<file path="config.mk">
export PLATFORM = sky130hd
export DESIGN_NAME = swlm_core
export DESIGN_NICKNAME = d
export VERILOG_FILES = /design/src/hdl/swlm_pkg.sv /design/src/hdl/swlm_core.sv /design/src/hdl/swlm_lane_mem.sv
export VERILOG_INCLUDE_DIRS = /design/src /design/src/hdl
export SDC_FILE = /design/constraint.sdc
export NUM_CORES = 2
export LEC_CHECK = 0
export BUFFER_PORTS_ARGS = -buffer_cell sky130_fd_sc_hd__buf_2
export CAP_MARGIN = 20
export CELL_PAD_IN_SITES_DETAIL_PLACEMENT = 1
export CELL_PAD_IN_SITES_GLOBAL_PLACEMENT = 1
export CORE_ASPECT_RATIO = 1.25
export CORE_MARGIN = 2
export CORE_UTILIZATION = 45
export CTS_CLUSTER_SIZE = 12
export DETAILED_ROUTE_END_ITERATION = 16
export MAX_ROUTING_LAYER = met4
export PLACE_DENSITY = 0.68
export SLEW_MARGIN = 20
export SYNTH_ARGS = -nofsm -noshare
export SYNTH_HDL_FRONTEND = slang
export SYNTH_HIERARCHICAL = 1
export SYNTH_SLANG_ARGS = --single-unit
</file>
<file path="constraint.sdc">
create_clock -name clk_sys_i -period 4 [get_ports clk_sys_i]
set_input_delay 0.6 -clock clk_sys_i [delete_from_list [all_inputs] [get_ports clk_sys_i]]
set_output_delay 0.6 -clock clk_sys_i [all_outputs]
set_load 0.05 [all_outputs]
</file>
<file path="src/hdl/swlm_defines.svh">
// swlm_defines.svh: offsets, pin positions and timing counts of the
// write lane masking sram model.
// assumes inclusion by bare name from the design files.
`ifndef SWLM_DEFINES_SVH
`define SWLM_DEFINES_SVH

// default geometry
`define SWLM_DATA_W    18
`define SWLM_ADDR_W    6

// bit positions inside the synchronised pin vector
`define SWLM_PIN_K     0
`define SWLM_PIN_K_N   1
`define SWLM_PIN_C     2
`define SWLM_PIN_C_N   3
`define SWLM_PIN_WSEL  4
`define SWLM_PIN_RSEL  5
`define SWLM_PIN_CTRL  6

// strap settle time after reset release
`define SWLM_CLK_NS    10
`define SWLM_STRAP_NS  30
`define SWLM_STRAP_CYC ((`SWLM_STRAP_NS + `SWLM_CLK_NS - 1) / `SWLM_CLK_NS)

`endif

</file>
<file path="src/hdl/swlm_pkg.sv">
// swlm_pkg: state types of the write lane masking sram model.
// assumes nothing of its surroundings.
package swlm_pkg;

  // write port sequence
  typedef enum logic [1:0] {
    WR_IDLE,
    WR_BEAT1,
    WR_COMMIT0,
    WR_COMMIT1
  } swlm_wr_state_t;

  // read port sequence
  typedef enum logic [2:0] {
    RD_IDLE,
    RD_WAIT_K,
    RD_BEAT0,
    RD_BEAT1,
    RD_TAIL
  } swlm_rd_state_t;

endpackage

</file>
<file path="src/hdl/swlm_core.sv">
// swlm_core: double data rate burst sram with per-lane write masking.
// assumes K, K_n, C, C_n and all control pins come from outside the
// clk_sys_i domain; each half period of K spans at least 4 clk_sys_i
// cycles so every pin edge is seen after synchronisation.
`timescale 1ns/100ps
`include "swlm_defines.svh"

module swlm_core #(
  parameter int DATA_W = `SWLM_DATA_W,
  parameter int ADDR_W = `SWLM_ADDR_W
) (
  // clock and reset
  input  wire logic                  clk_sys_i,
  input  wire logic                  rst_n_i,
  // input and output clock pins
  input  wire logic                  k_i,
  input  wire logic                  k_n_i,
  input  wire logic                  c_i,
  input  wire logic                  c_n_i,
  // port selects, address, write beats
  input  wire logic                  write_port_select_n_i,
  input  wire logic                  read_port_select_n_i,
  input  wire logic [ADDR_W-1:0]     addr_i,
  input  wire logic [DATA_W-1:0]     d_i,
  input  wire logic [(DATA_W==36 ? 4 : 2)-1:0] byte_lane_enable_n_i,
  // read data pin, enable low while driven
  output logic      [DATA_W-1:0]     q_o,
  output logic                       q_oe_n_o,
  // strap state seen at reset release
  output logic                       single_clk_mode_o
);

  localparam int LANES = (DATA_W == 36) ? 4 : 2;         // nibble or byte lanes
  localparam int IDX_W = ADDR_W + 1;                     // word index with beat bit
  localparam int PIN_W = `SWLM_PIN_CTRL + ADDR_W + DATA_W + LANES;
  localparam int STRAP_CYC = `SWLM_STRAP_CYC;
  localparam logic [1:0] STRAP_LAST = 2'(STRAP_CYC);

  // ----------------------------------------
  // elaboration checks
  // ----------------------------------------
  if (!(DATA_W == 8 || DATA_W == 18 || DATA_W == 36)) begin : g_bad_width
    $error("data width must be 8, 18 or 36");
  end
  if (ADDR_W < 1 || ADDR_W > 20 || STRAP_CYC > 3) begin : g_bad_addr
    $error("address width or strap count out of range");
  end

  // ----------------------------------------
  // pin synchroniser
  // ----------------------------------------
  logic [PIN_W-1:0] pin_raw;  // all pins in one vector
  logic [PIN_W-1:0] meta_q;   // first stage, read by sync_q only
  logic [PIN_W-1:0] sync_q;   // second stage
  logic [3:0]       clk_prev_q; // last synchronised clock levels

  assign pin_raw = {byte_lane_enable_n_i, d_i, addr_i, read_port_select_n_i,
                    write_port_select_n_i, c_n_i, c_i, k_n_i, k_i};

  // two flops on every pin; idle as deselected
  always_ff @(posedge clk_sys_i or negedge rst_n_i) begin
    if (!rst_n_i) begin
      meta_q <= '1;
      sync_q <= '1;
    end else begin
      meta_q <= pin_raw;
      sync_q <= meta_q;
    end
  end

  // clock levels one cycle back for edge finding
  always_ff @(posedge clk_sys_i or negedge rst_n_i) begin
    if (!rst_n_i) begin
      clk_prev_q <= 4'hf;
    end else begin
      clk_prev_q <= sync_q[3:0];
    end
  end

  logic [3:0]        clk_rise;  // rising edges of K, K_n, C, C_n
  logic              k_rise;
  logic              kn_rise;
  logic              oc_rise;   // output clock
  logic              ocn_rise;  // complementary output clock
  logic              wsel_n_s;
  logic              rsel_n_s;
  logic [ADDR_W-1:0] addr_s;
  logic [DATA_W-1:0] d_s;
  logic [LANES-1:0]  sel_s;
  logic              single_q;  // strap: C and C_n high at release

  assign clk_rise = sync_q[3:0] & ~clk_prev_q;
  assign k_rise   = clk_rise[`SWLM_PIN_K];
  assign kn_rise  = clk_rise[`SWLM_PIN_K_N];
  // single clock mode times the outputs from K and K_n
  assign oc_rise  = single_q ? k_rise  : clk_rise[`SWLM_PIN_C];
  assign ocn_rise = single_q ? kn_rise : clk_rise[`SWLM_PIN_C_N];
  assign wsel_n_s = sync_q[`SWLM_PIN_WSEL];
  assign rsel_n_s = sync_q[`SWLM_PIN_RSEL];
  assign addr_s   = sync_q[`SWLM_PIN_CTRL +: ADDR_W];
  assign d_s      = sync_q[`SWLM_PIN_CTRL + ADDR_W +: DATA_W];
  assign sel_s    = sync_q[`SWLM_PIN_CTRL + ADDR_W + DATA_W +: LANES];

  // ----------------------------------------
  // single clock strap
  // ----------------------------------------
  logic [1:0] strap_cnt_q;  // cycles since reset release
  logic       ready_q;      // strap caught, ports may start

  // wait for the synchroniser to fill, then catch C and C_n once
  always_ff @(posedge clk_sys_i or negedge rst_n_i) begin
    if (!rst_n_i) begin
      strap_cnt_q <= 2'h0;
      ready_q     <= 1'b0;
      single_q    <= 1'b0;
    end else if (!ready_q) begin
      strap_cnt_q <= strap_cnt_q + 2'h1;
      if (strap_cnt_q == STRAP_LAST) begin
        ready_q  <= 1'b1;
        single_q <= sync_q[`SWLM_PIN_C] & sync_q[`SWLM_PIN_C_N];
      end
    end
  end

  // ----------------------------------------
  // write port
  // ----------------------------------------
  swlm_pkg::swlm_wr_state_t wr_state_q;  // write sequence
  logic [ADDR_W-1:0] wr_addr_q;          // burst base address
  logic [DATA_W-1:0] d0_q;               // first beat
  logic [DATA_W-1:0] d1_q;               // second beat
  logic [LANES-1:0]  sel0_q;             // first beat selects
  logic [LANES-1:0]  sel1_q;             // second beat selects

  // select and beat 0 on K, address and beat 1 on K_n, then two commits
  always_ff @(posedge clk_sys_i or negedge rst_n_i) begin
    if (!rst_n_i) begin
      wr_state_q <= swlm_pkg::WR_IDLE;
      wr_addr_q  <= '0;
      d0_q       <= '0;
      d1_q       <= '0;
      sel0_q     <= '1;
      sel1_q     <= '1;
    end else begin
      case (wr_state_q)
        swlm_pkg::WR_IDLE: begin
          // deselected: every input ignored
          if (ready_q && k_rise && !wsel_n_s) begin
            d0_q       <= d_s;
            sel0_q     <= sel_s;
            wr_state_q <= swlm_pkg::WR_BEAT1;
          end
        end
        swlm_pkg::WR_BEAT1: begin
          // pending write completes whatever the select does now
          if (kn_rise) begin
            wr_addr_q  <= addr_s;
            d1_q       <= d_s;
            sel1_q     <= sel_s;
            wr_state_q <= swlm_pkg::WR_COMMIT0;
          end
        end
        swlm_pkg::WR_COMMIT0: begin
          wr_state_q <= swlm_pkg::WR_COMMIT1;
        end
        default: begin
          wr_state_q <= swlm_pkg::WR_IDLE;
        end
      endcase
    end
  end

  // ----------------------------------------
  // array access
  // ----------------------------------------
  logic              mem_wr_en;
  logic [IDX_W-1:0]  mem_wr_idx;
  logic [DATA_W-1:0] mem_wr_data;
  logic [LANES-1:0]  mem_sel;
  logic [IDX_W-1:0]  mem_rd_idx;
  logic [DATA_W-1:0] mem_rdata;
  logic              beat1_wr;  // second commit cycle

  swlm_pkg::swlm_rd_state_t rd_state_q;  // read sequence
  logic [ADDR_W-1:0]        rd_addr_q;   // read base address

  assign beat1_wr    = (wr_state_q == swlm_pkg::WR_COMMIT1);
  assign mem_wr_en   = (wr_state_q == swlm_pkg::WR_COMMIT0) || beat1_wr;
  assign mem_wr_idx  = {wr_addr_q, beat1_wr};
  assign mem_wr_data = beat1_wr ? d1_q : d0_q;
  assign mem_sel     = beat1_wr ? sel1_q : sel0_q;
  assign mem_rd_idx  = {rd_addr_q, rd_state_q == swlm_pkg::RD_BEAT1};

  swlm_lane_mem #(
    .DATA_W (DATA_W),
    .LANES  (LANES),
    .IDX_W  (IDX_W)
  ) u_mem (
    .clk_sys_i      (clk_sys_i),
    .rst_n_i        (rst_n_i),
    .wr_en_i        (mem_wr_en),
    .wr_idx_i       (mem_wr_idx),
    .wr_data_i      (mem_wr_data),
    .wr_lane_en_n_i (mem_sel),
    .rd_idx_i       (mem_rd_idx),
    .rd_data_o      (mem_rdata)
  );

  // ----------------------------------------
  // read port
  // ----------------------------------------
  logic [DATA_W-1:0] q_q;       // read data pin
  logic              q_oe_n_q;  // high while undriven

  // address on K, word 0 on C_n after the next K rise, word 1 on C, then release
  always_ff @(posedge clk_sys_i or negedge rst_n_i) begin
    if (!rst_n_i) begin
      rd_state_q <= swlm_pkg::RD_IDLE;
      rd_addr_q  <= '0;
      q_q        <= '0;
      q_oe_n_q   <= 1'b1;
    end else begin
      case (rd_state_q)
        swlm_pkg::RD_IDLE: begin
          if (ready_q && k_rise && !rsel_n_s) begin
            rd_addr_q  <= addr_s;
            rd_state_q <= swlm_pkg::RD_WAIT_K;
          end
        end
        swlm_pkg::RD_WAIT_K: begin
          if (k_rise) begin
            rd_state_q <= swlm_pkg::RD_BEAT0;
          end
        end
        swlm_pkg::RD_BEAT0: begin
          if (ocn_rise) begin
            q_q        <= mem_rdata;
            q_oe_n_q   <= 1'b0;
            rd_state_q <= swlm_pkg::RD_BEAT1;
          end
        end
        swlm_pkg::RD_BEAT1: begin
          if (oc_rise) begin
            q_q        <= mem_rdata;
            rd_state_q <= swlm_pkg::RD_TAIL;
          end
        end
        default: begin
          // undriven after the next complementary output clock rise
          if (ocn_rise) begin
            q_oe_n_q   <= 1'b1;
            rd_state_q <= swlm_pkg::RD_IDLE;
          end
        end
      endcase
    end
  end

  assign q_o               = q_q;
  assign q_oe_n_o          = q_oe_n_q;
  assign single_clk_mode_o = single_q;
endmodule

</file>
<file path="src/hdl/swlm_lane_mem.sv">
// swlm_lane_mem: storage array with per-lane masked write.
// assumes one write per cycle from swlm_core; read is combinational.
`timescale 1ns/100ps

module swlm_lane_mem #(
  parameter int DATA_W = 18,
  parameter int LANES  = 2,
  parameter int IDX_W  = 7
) (
  // clock and reset
  input  wire logic              clk_sys_i,
  input  wire logic              rst_n_i,
  // write side
  input  wire logic              wr_en_i,
  input  wire logic [IDX_W-1:0]  wr_idx_i,
  input  wire logic [DATA_W-1:0] wr_data_i,
  input  wire logic [LANES-1:0]  wr_lane_en_n_i,
  // read side
  input  wire logic [IDX_W-1:0]  rd_idx_i,
  output logic      [DATA_W-1:0] rd_data_o
);

  localparam int LW = DATA_W / LANES;   // bits per lane

  // lanes must split the word evenly
  if (DATA_W % LANES != 0) begin : g_bad_lanes
    $error("data width must split evenly into lanes");
  end

  logic [DATA_W-1:0] mem [2**IDX_W];    // word array
  logic [DATA_W-1:0] old_word;          // word before the write
  logic [DATA_W-1:0] merged;            // old and new lanes mixed

  assign old_word  = mem[wr_idx_i];
  assign rd_data_o = mem[rd_idx_i];

  // ----------------------------------------
  // lane merge
  // ----------------------------------------
  // low select takes the new lane, high select keeps the stored one
  for (genvar g = 0; g < LANES; g++) begin : g_lane
    assign merged[g*LW +: LW] = wr_lane_en_n_i[g] ? old_word[g*LW +: LW]
                                                  : wr_data_i[g*LW +: LW];
  end

  // whole word written back; all-high leaves it as it was
  always_ff @(posedge clk_sys_i) begin
    if (wr_en_i) begin
      mem[wr_idx_i] <= merged;
    end
  end

  // ----------------------------------------
  // checks
  // ----------------------------------------
  logic              chk_en_q;   // a write happened last cycle
  logic [IDX_W-1:0]  chk_idx_q;  // its word index
  logic [DATA_W-1:0] chk_data_q; // its data
  logic [DATA_W-1:0] chk_old_q;  // the word before it
  logic [LANES-1:0]  chk_sel_q;  // its selects

  // remember the last write for the lane checks
  always_ff @(posedge clk_sys_i or negedge rst_n_i) begin
    if (!rst_n_i) begin
      chk_en_q   <= 1'b0;
      chk_idx_q  <= '0;
      chk_data_q <= '0;
      chk_old_q  <= '0;
      chk_sel_q  <= '1;
    end else begin
      chk_en_q   <= wr_en_i;
      chk_idx_q  <= wr_idx_i;
      chk_data_q <= wr_data_i;
      chk_old_q  <= old_word;
      chk_sel_q  <= wr_lane_en_n_i;
    end
  end

  for (genvar g = 0; g < LANES; g++) begin : g_chk

  end
endmodule

</file>
[After elaboration in Yosys (flattened, before gate mapping)]
Memories as Yosys holds them, arrays and structs flattened.
Index checks and enable logic that the tools add are counted.
Word-level totals
  bits in registers: 148
  memory bits (writable): 2304
  input bits: 34
  logic and storage cells: 84
  memories: 1
Memory list
  u_mem.mem: words 128, width 18, rd ports 1, clocked after Yosys merged registers in 0, wr ports 1, RTL line swlm_lane_mem.sv:30  | logic [DATA_W-1:0] mem [2**IDX_W];
Operators by class
  add/sub/neg operators: 1
  equal/unequal tests: 15
  muxes and demuxes: 25
  bitwise operators: 5
  reduce and logical (&&, ||, !) cells: 21
Operator list (number)
  $mux W18: 3
  $pmux W18 S2: 1
  $mux W9: 2
  $reduce_and A2 Y1: 8
  $mux W3: 5
  $ne A2 B2 Y1 const B: 6
  $pmux W3 S4: 1
  $mux W1: 8
  $eq A2 B2 Y1 const B: 3
  $eq A3 B2 Y1 const B: 2
  $mux W2: 3
  $pmux W2 S3: 1
  $reduce_and A5 Y1: 1
  $and A4 B4 Y4: 1
  $not A4 Y4: 1
  $reduce_bool A4 Y1: 1
  $eq A3 B1 Y1 const B: 1
  $logic_and A1 B1 Y1: 3
  $logic_not A3 Y1: 1
  $reduce_and A3 Y1: 1
  $reduce_or A3 Y1: 1
  $add A2 B1 Y2 const B: 1
  $eq A2 B1 Y1 const B: 1
  $logic_not A1 Y1: 2
  7 further kinds: 9

[Depth between registers and ports, before layout]
  word-level depth: 6
  mapped depth: 10
  depth with buffers taken out: 7

[Modules after synthesis]
Netlist, hierarchy kept.
By module, submodules not included
  swlm_lane_mem: times used 1, cells each 3583, area an instance 88426.1 µm², seq. area each 69186.4 µm²
  swlm_core: times used 1, cells each 301, area an instance 5278.8 µm², seq. area each 3794.9 µm²

[Least setup slack after synthesis]
OpenSTA, ideal clock, no wires.
  kind: register to register
  from: register rd_state_q[0]
  to: register q_q[0], in the netlist q_o[0]
  setup time: 0.125 ns
  arrival time: 3.314 ns
  data required time: 3.875 ns
  path slack: 0.562 ns
  cell stages (with the launch flop): 10
  buffers on the path: 3
  clock period less this slack: 3.438 ns
  cell sequence: dfrtp_1 -> clkbuf_2 -> and3b_1 -> buf_2 -> buf_1 -> mux4_2 -> mux4_2 -> mux4_2 -> mux2_2 -> mux2_2
Between the ends
  word-level cells in the longest chain between the ends: 4
RTL lines
  start: declaration: RTL line swlm_core.sv:184  | swlm_pkg::swlm_rd_state_t rd_state_q;
  start signal: assignment: RTL line swlm_core.sv:218  | rd_state_q <= swlm_pkg::RD_IDLE;
  start signal: assignment: RTL line swlm_core.sv:227  | rd_state_q <= swlm_pkg::RD_WAIT_K;
  start signal: assignment: RTL line swlm_core.sv:232  | rd_state_q <= swlm_pkg::RD_BEAT0;
  $eq A3 B2 Y1 (*): RTL line swlm_core.sv:192  | assign mem_rd_idx = {rd_addr_q, rd_state_q == swlm_pkg::RD_BEAT1};
  named net mem_rd_idx[0]: RTL line swlm_core.sv:180  | logic [IDX_W-1:0] mem_rd_idx;
  $mem_v2 Z128 W18 (*)
  named net mem_rdata[0]: RTL line swlm_core.sv:181  | logic [DATA_W-1:0] mem_rdata;
  $mux W18, on equally long branches: RTL line swlm_core.sv:243, swlm_core.sv:236
  $pmux W18 S2 (*): RTL line swlm_core.sv:223  | case (rd_state_q)
  end signal: assignment: RTL line swlm_core.sv:237  | q_q <= mem_rdata;
  end signal: assignment: RTL line swlm_core.sv:244  | q_q <= mem_rdata;
  end: declaration: RTL line swlm_core.sv:212  | logic [DATA_W-1:0] q_q;
Mark *: on every way through the listed nets, which the timed path passes. The rest lies on a longest branch. The select of a mux whose other input is x is not followed.
A chain may end at the register's enable or synchronous reset.

[Final worst setup path]
  from: register rd_state_q[2]
  to: register q_q[17], in the netlist q_o[17]
The elaborated chain is that of the path after synthesis.

==> impl_metrics.yaml <==
floorplanning:
  ios: 54
  dieArea_sq_um: 211900
  die_w_microns: 412.2
  start_util_pct: 45.20
  die_h_microns: 514.2
  row_count: 187
  core_area_sq_um: 207300
drt:
  routed_wl_microns: 229900
  avgViaCountPerCell: 5.908
  via_count: 42990
  drt_first_pass_iters: 5
  drtAntennaViolNets: 0
  post_drt_wl_per_cell_microns: 31.60
  drtIter0Drc: 4300
  drc_errors: 0
sta:
  period_share_pct: 96.00
  layout_min_cycle_time_ps: 3840
  hold_viol: 0
  max_freq_mhz: 260.4
  rsz0062_at_grt: "false"
  finalWorstSetupSlack_ps: 160.1
  tns_ps: 0
  slew_viol_final: 0
  setup_viol: 0
  fin_skew_ps: 33.31
  worst_pin_slew_ps: 1095
  hold-worst-slack_ps: 350.9
  relSlewSlack_pct: 26.82
finish:
  multi_input_area_sq_um: 19890
  final_net_count: 4414
  postLayoutCoreUtil_pct: 51.83
  fin_area_sq_um: 107500
  fillers: 17860
  fin_cells: 7276
  syn_to_final_growth_pct: 14.67
  regArea_sq_um: 73000
  drive_gt1_share_pct: 36.94
setup_path:
  rr_worst_depth: 8
  end_kind: "register"
  crit_slowest_cell: "mux4_2"
  critPathRequiredTime_ps: 4760
  path_cells: "and3b_4 -> buf_12 -> buf_12 -> mux4_2 -> mux4_2 -> mux4_2 -> mux2_2 -> mux2_2"
  critPathMaxStageDelay_ps: 630
  cp_top_family: "multiplexers"
  r2r-end: "q_o[17]$_DFFE_PN0P_"
  cp_max_fo: 36
  worst-path-buf-inv: 2
  r2r-start: "rd_state_q[2]$_DFFE_PN0P_"
  worstPathArrival_ps: 4600
  r2r_slack_ps: 160
  path_class: "register to register"
  cp-start-kind: "register"
  path_common_cell: "mux4_2"
hold_path:
  hold_end: "sync_q[11]$_DFF_PN1_"
  hp-class: "register to register"
  hold-path-cell-count: 0
  hold_start: "meta_q[11]$_DFF_PN1_"
clocking:
  clk_pin_slew_ps: 60
  post_cts_resized: 0
  clock-sinks: 2452
  numCtsBuffers: 235
  root_buffer: "clkbuf_16"
  cts_tree: "done"
  htree_num_levels: 4
  post-cts-setup-buffers: 0
  clk-insertion-delay-late_ps: 890
  cts_buffer_depth: 3
logic_synthesis:
  synth-seq-area-share_pct: 77.88
  yosys_warnings: 6
  netlist_area_sq_um: 93700
  syn_inst: 3884
  async_reset_ff_share_pct: 6.036
  avgSynthCellArea_sq_um: 24.13
  synth_edf_count: 2304
  ys_types: 43
  synth_ff_type: "edfxtp_1"
  syn-num-nets: 3923
  ys_seq_elements: 2452
outcome:
  status: "completed"
place:
  dpl_cell_area_sq_um: 100200
  dp.cells: 6845
  dp_hpwl_microns: 146000
  gp_congestion: 0.7968
  post-place-ws_ps: 161.6
  port_buffers: 53
global_routing:
  grt_pass1_wl_microns: 335800
  grt.total_usage_pct: 22.77
  grt_pass1_vias: 45730
  antenna_found_initial: 8
  grt_max_degree: 91
  gr-total-overflow: 0
pwr:
  power.density_nw_per_um2: 740.1
  vdd_drop_max_mv: 0.6712
  power.total_mw: 79.53
  p_leak_nw: 33.64
run:
  maxCapViolations: 0
[cell usage in the layout, fill, tap and decap left out, types with 3 or more instances in the layout]
cell / Yosys / final
dfstp_2: 73 / 73
nand3_1: 10 / 10
clkbuf_8: 0 / 14
inv_1: 4 / 4
nand2_1: 26 / 26
dlygate4sd3_1: 0 / 33
dfrtp_4: 0 / 3
clkinv_2: 0 / 13
o21ai_0: 5 / 5
buf_4: 0 / 324
inv_6: 0 / 3
buf_2: 66 / 52
nor2b_1: 7 / 7
nand2b_1: 3 / 3
diode_2: 0 / 7
edfxtp_1: 2304 / 2304
clkinv_1: 0 / 13
mux2_4: 0 / 17
mux2_2: 110 / 92
nor2_1: 264 / 264
mux4_2: 756 / 756
clkbuf_4: 0 / 3
dfrtp_1: 75 / 70
clkbuf_16: 0 / 236
ha_1: 5 / 4
clkinv_16: 0 / 6
clkbuf_1: 116 / 95
clkinv_8: 0 / 4
buf_12: 0 / 57
[report_power, final]
group | switching, mW | internal (mW) | leakage, nW
logic | 14.8 | 9.02 | 7.79
clock network | 9.22 | 11.2 | 3.34
registers | 1.00 | 34.3 | 22.5
[cell families after synthesis]
| kind of cell | share of synthesized area [%] |
|---|---|
| flip-flops | 77.88 |
| multiplexers | 19.51 |
| AND/OR/NAND/NOR | 1.425 |
| buffers and inverters | 0.9761 |
| AO/OA/AOI/OAI | 0.1255 |
| adder cells (fa/ha/maj) | 0.06676 |
| XOR/XNOR | 0.009349 |
[worst max path at each step]
stage | from | to | slack, ps | cells after the start
3_5_place_dp | rd_state_q[2]$_DFFE_PN0P_ | q_o[17]$_DFFE_PN0P_ | 160 | 8
3_3_place_gp | rd_state_q[2]$_DFFE_PN0P_ | q_o[17]$_DFFE_PN0P_ | 160 | 8
2_1_floorplan | rd_state_q[0]$_DFFE_PN0P_ | q_o[0]$_DFFE_PN0P_ | 560 | 9
6_report | rd_state_q[2]$_DFFE_PN0P_ | q_o[17]$_DFFE_PN0P_ | 160 | 8
4_1_cts | rd_state_q[2]$_DFFE_PN0P_ | q_o[17]$_DFFE_PN0P_ | 120 | 8
5_1_grt | rd_state_q[2]$_DFFE_PN0P_ | q_o[17]$_DFFE_PN0P_ | 80 | 8
[Yosys cell counts (5+ instances only)]
library cell	number	area share [%]
mux2_2	110	1.3
buf_2	66	0.35
nor2_1	264	1.1
ha_1	5	0.067
buf_1	27	0.11
nand2_1	26	0.10
clkbuf_1	116	0.46
dfstp_2	73	2.0
edfxtp_1	2304	74
mux4_2	756	18
nand3_1	10	0.053
nor2b_1	7	0.047
o21ai_0	5	0.027
dfrtp_1	75	2.0
[routing by layer]
metal | vias up | GRT usage, % | share of wire [%]
met5 | - | - | 0
met4 | 0 | 5.854 | 2.4
met3 | 301 | 2.981 | 5.5
met2 | 1440 | 37.88 | 52
met1 | 23820 | 29.89 | 40
li1 | 17430 | - | -
[repair_timing]
action	4_1_cts	5_1_grt
hold buffers	33	0
hold endpoints to repair	88	0
endpoints found under the setup margin	0	0
[sequential cells by signal, indices dropped and copies added (netlist names)]
register,flops
d1_q,18
d0_q,18
sync_q,32
ready_q,1
rd_addr_q,6
rd_state_q,3
single_clk_mode_o,1
clk_prev_q,4
strap_cnt_q,2
wr_state_q,2
q_o,18
sel0_q,2
q_oe_n_o,1
wr_addr_q,6
u_mem/mem,2304
meta_q,32
sel1_q,2
[area by class of cell]
type                            count  share of cell area, %
Clock buffer                      348                  6.028
Tap cell                         2740                  3.191
Antenna cell                        7                0.01630
Inverter                            4                0.01397
Multi-Input combinational cell   1215                  18.51
Timing Repair Buffer              467                  3.886
Clock inverter                     43                 0.4180
Sequential cell                  2452                  67.93
(Power assumes the default switching activity.)
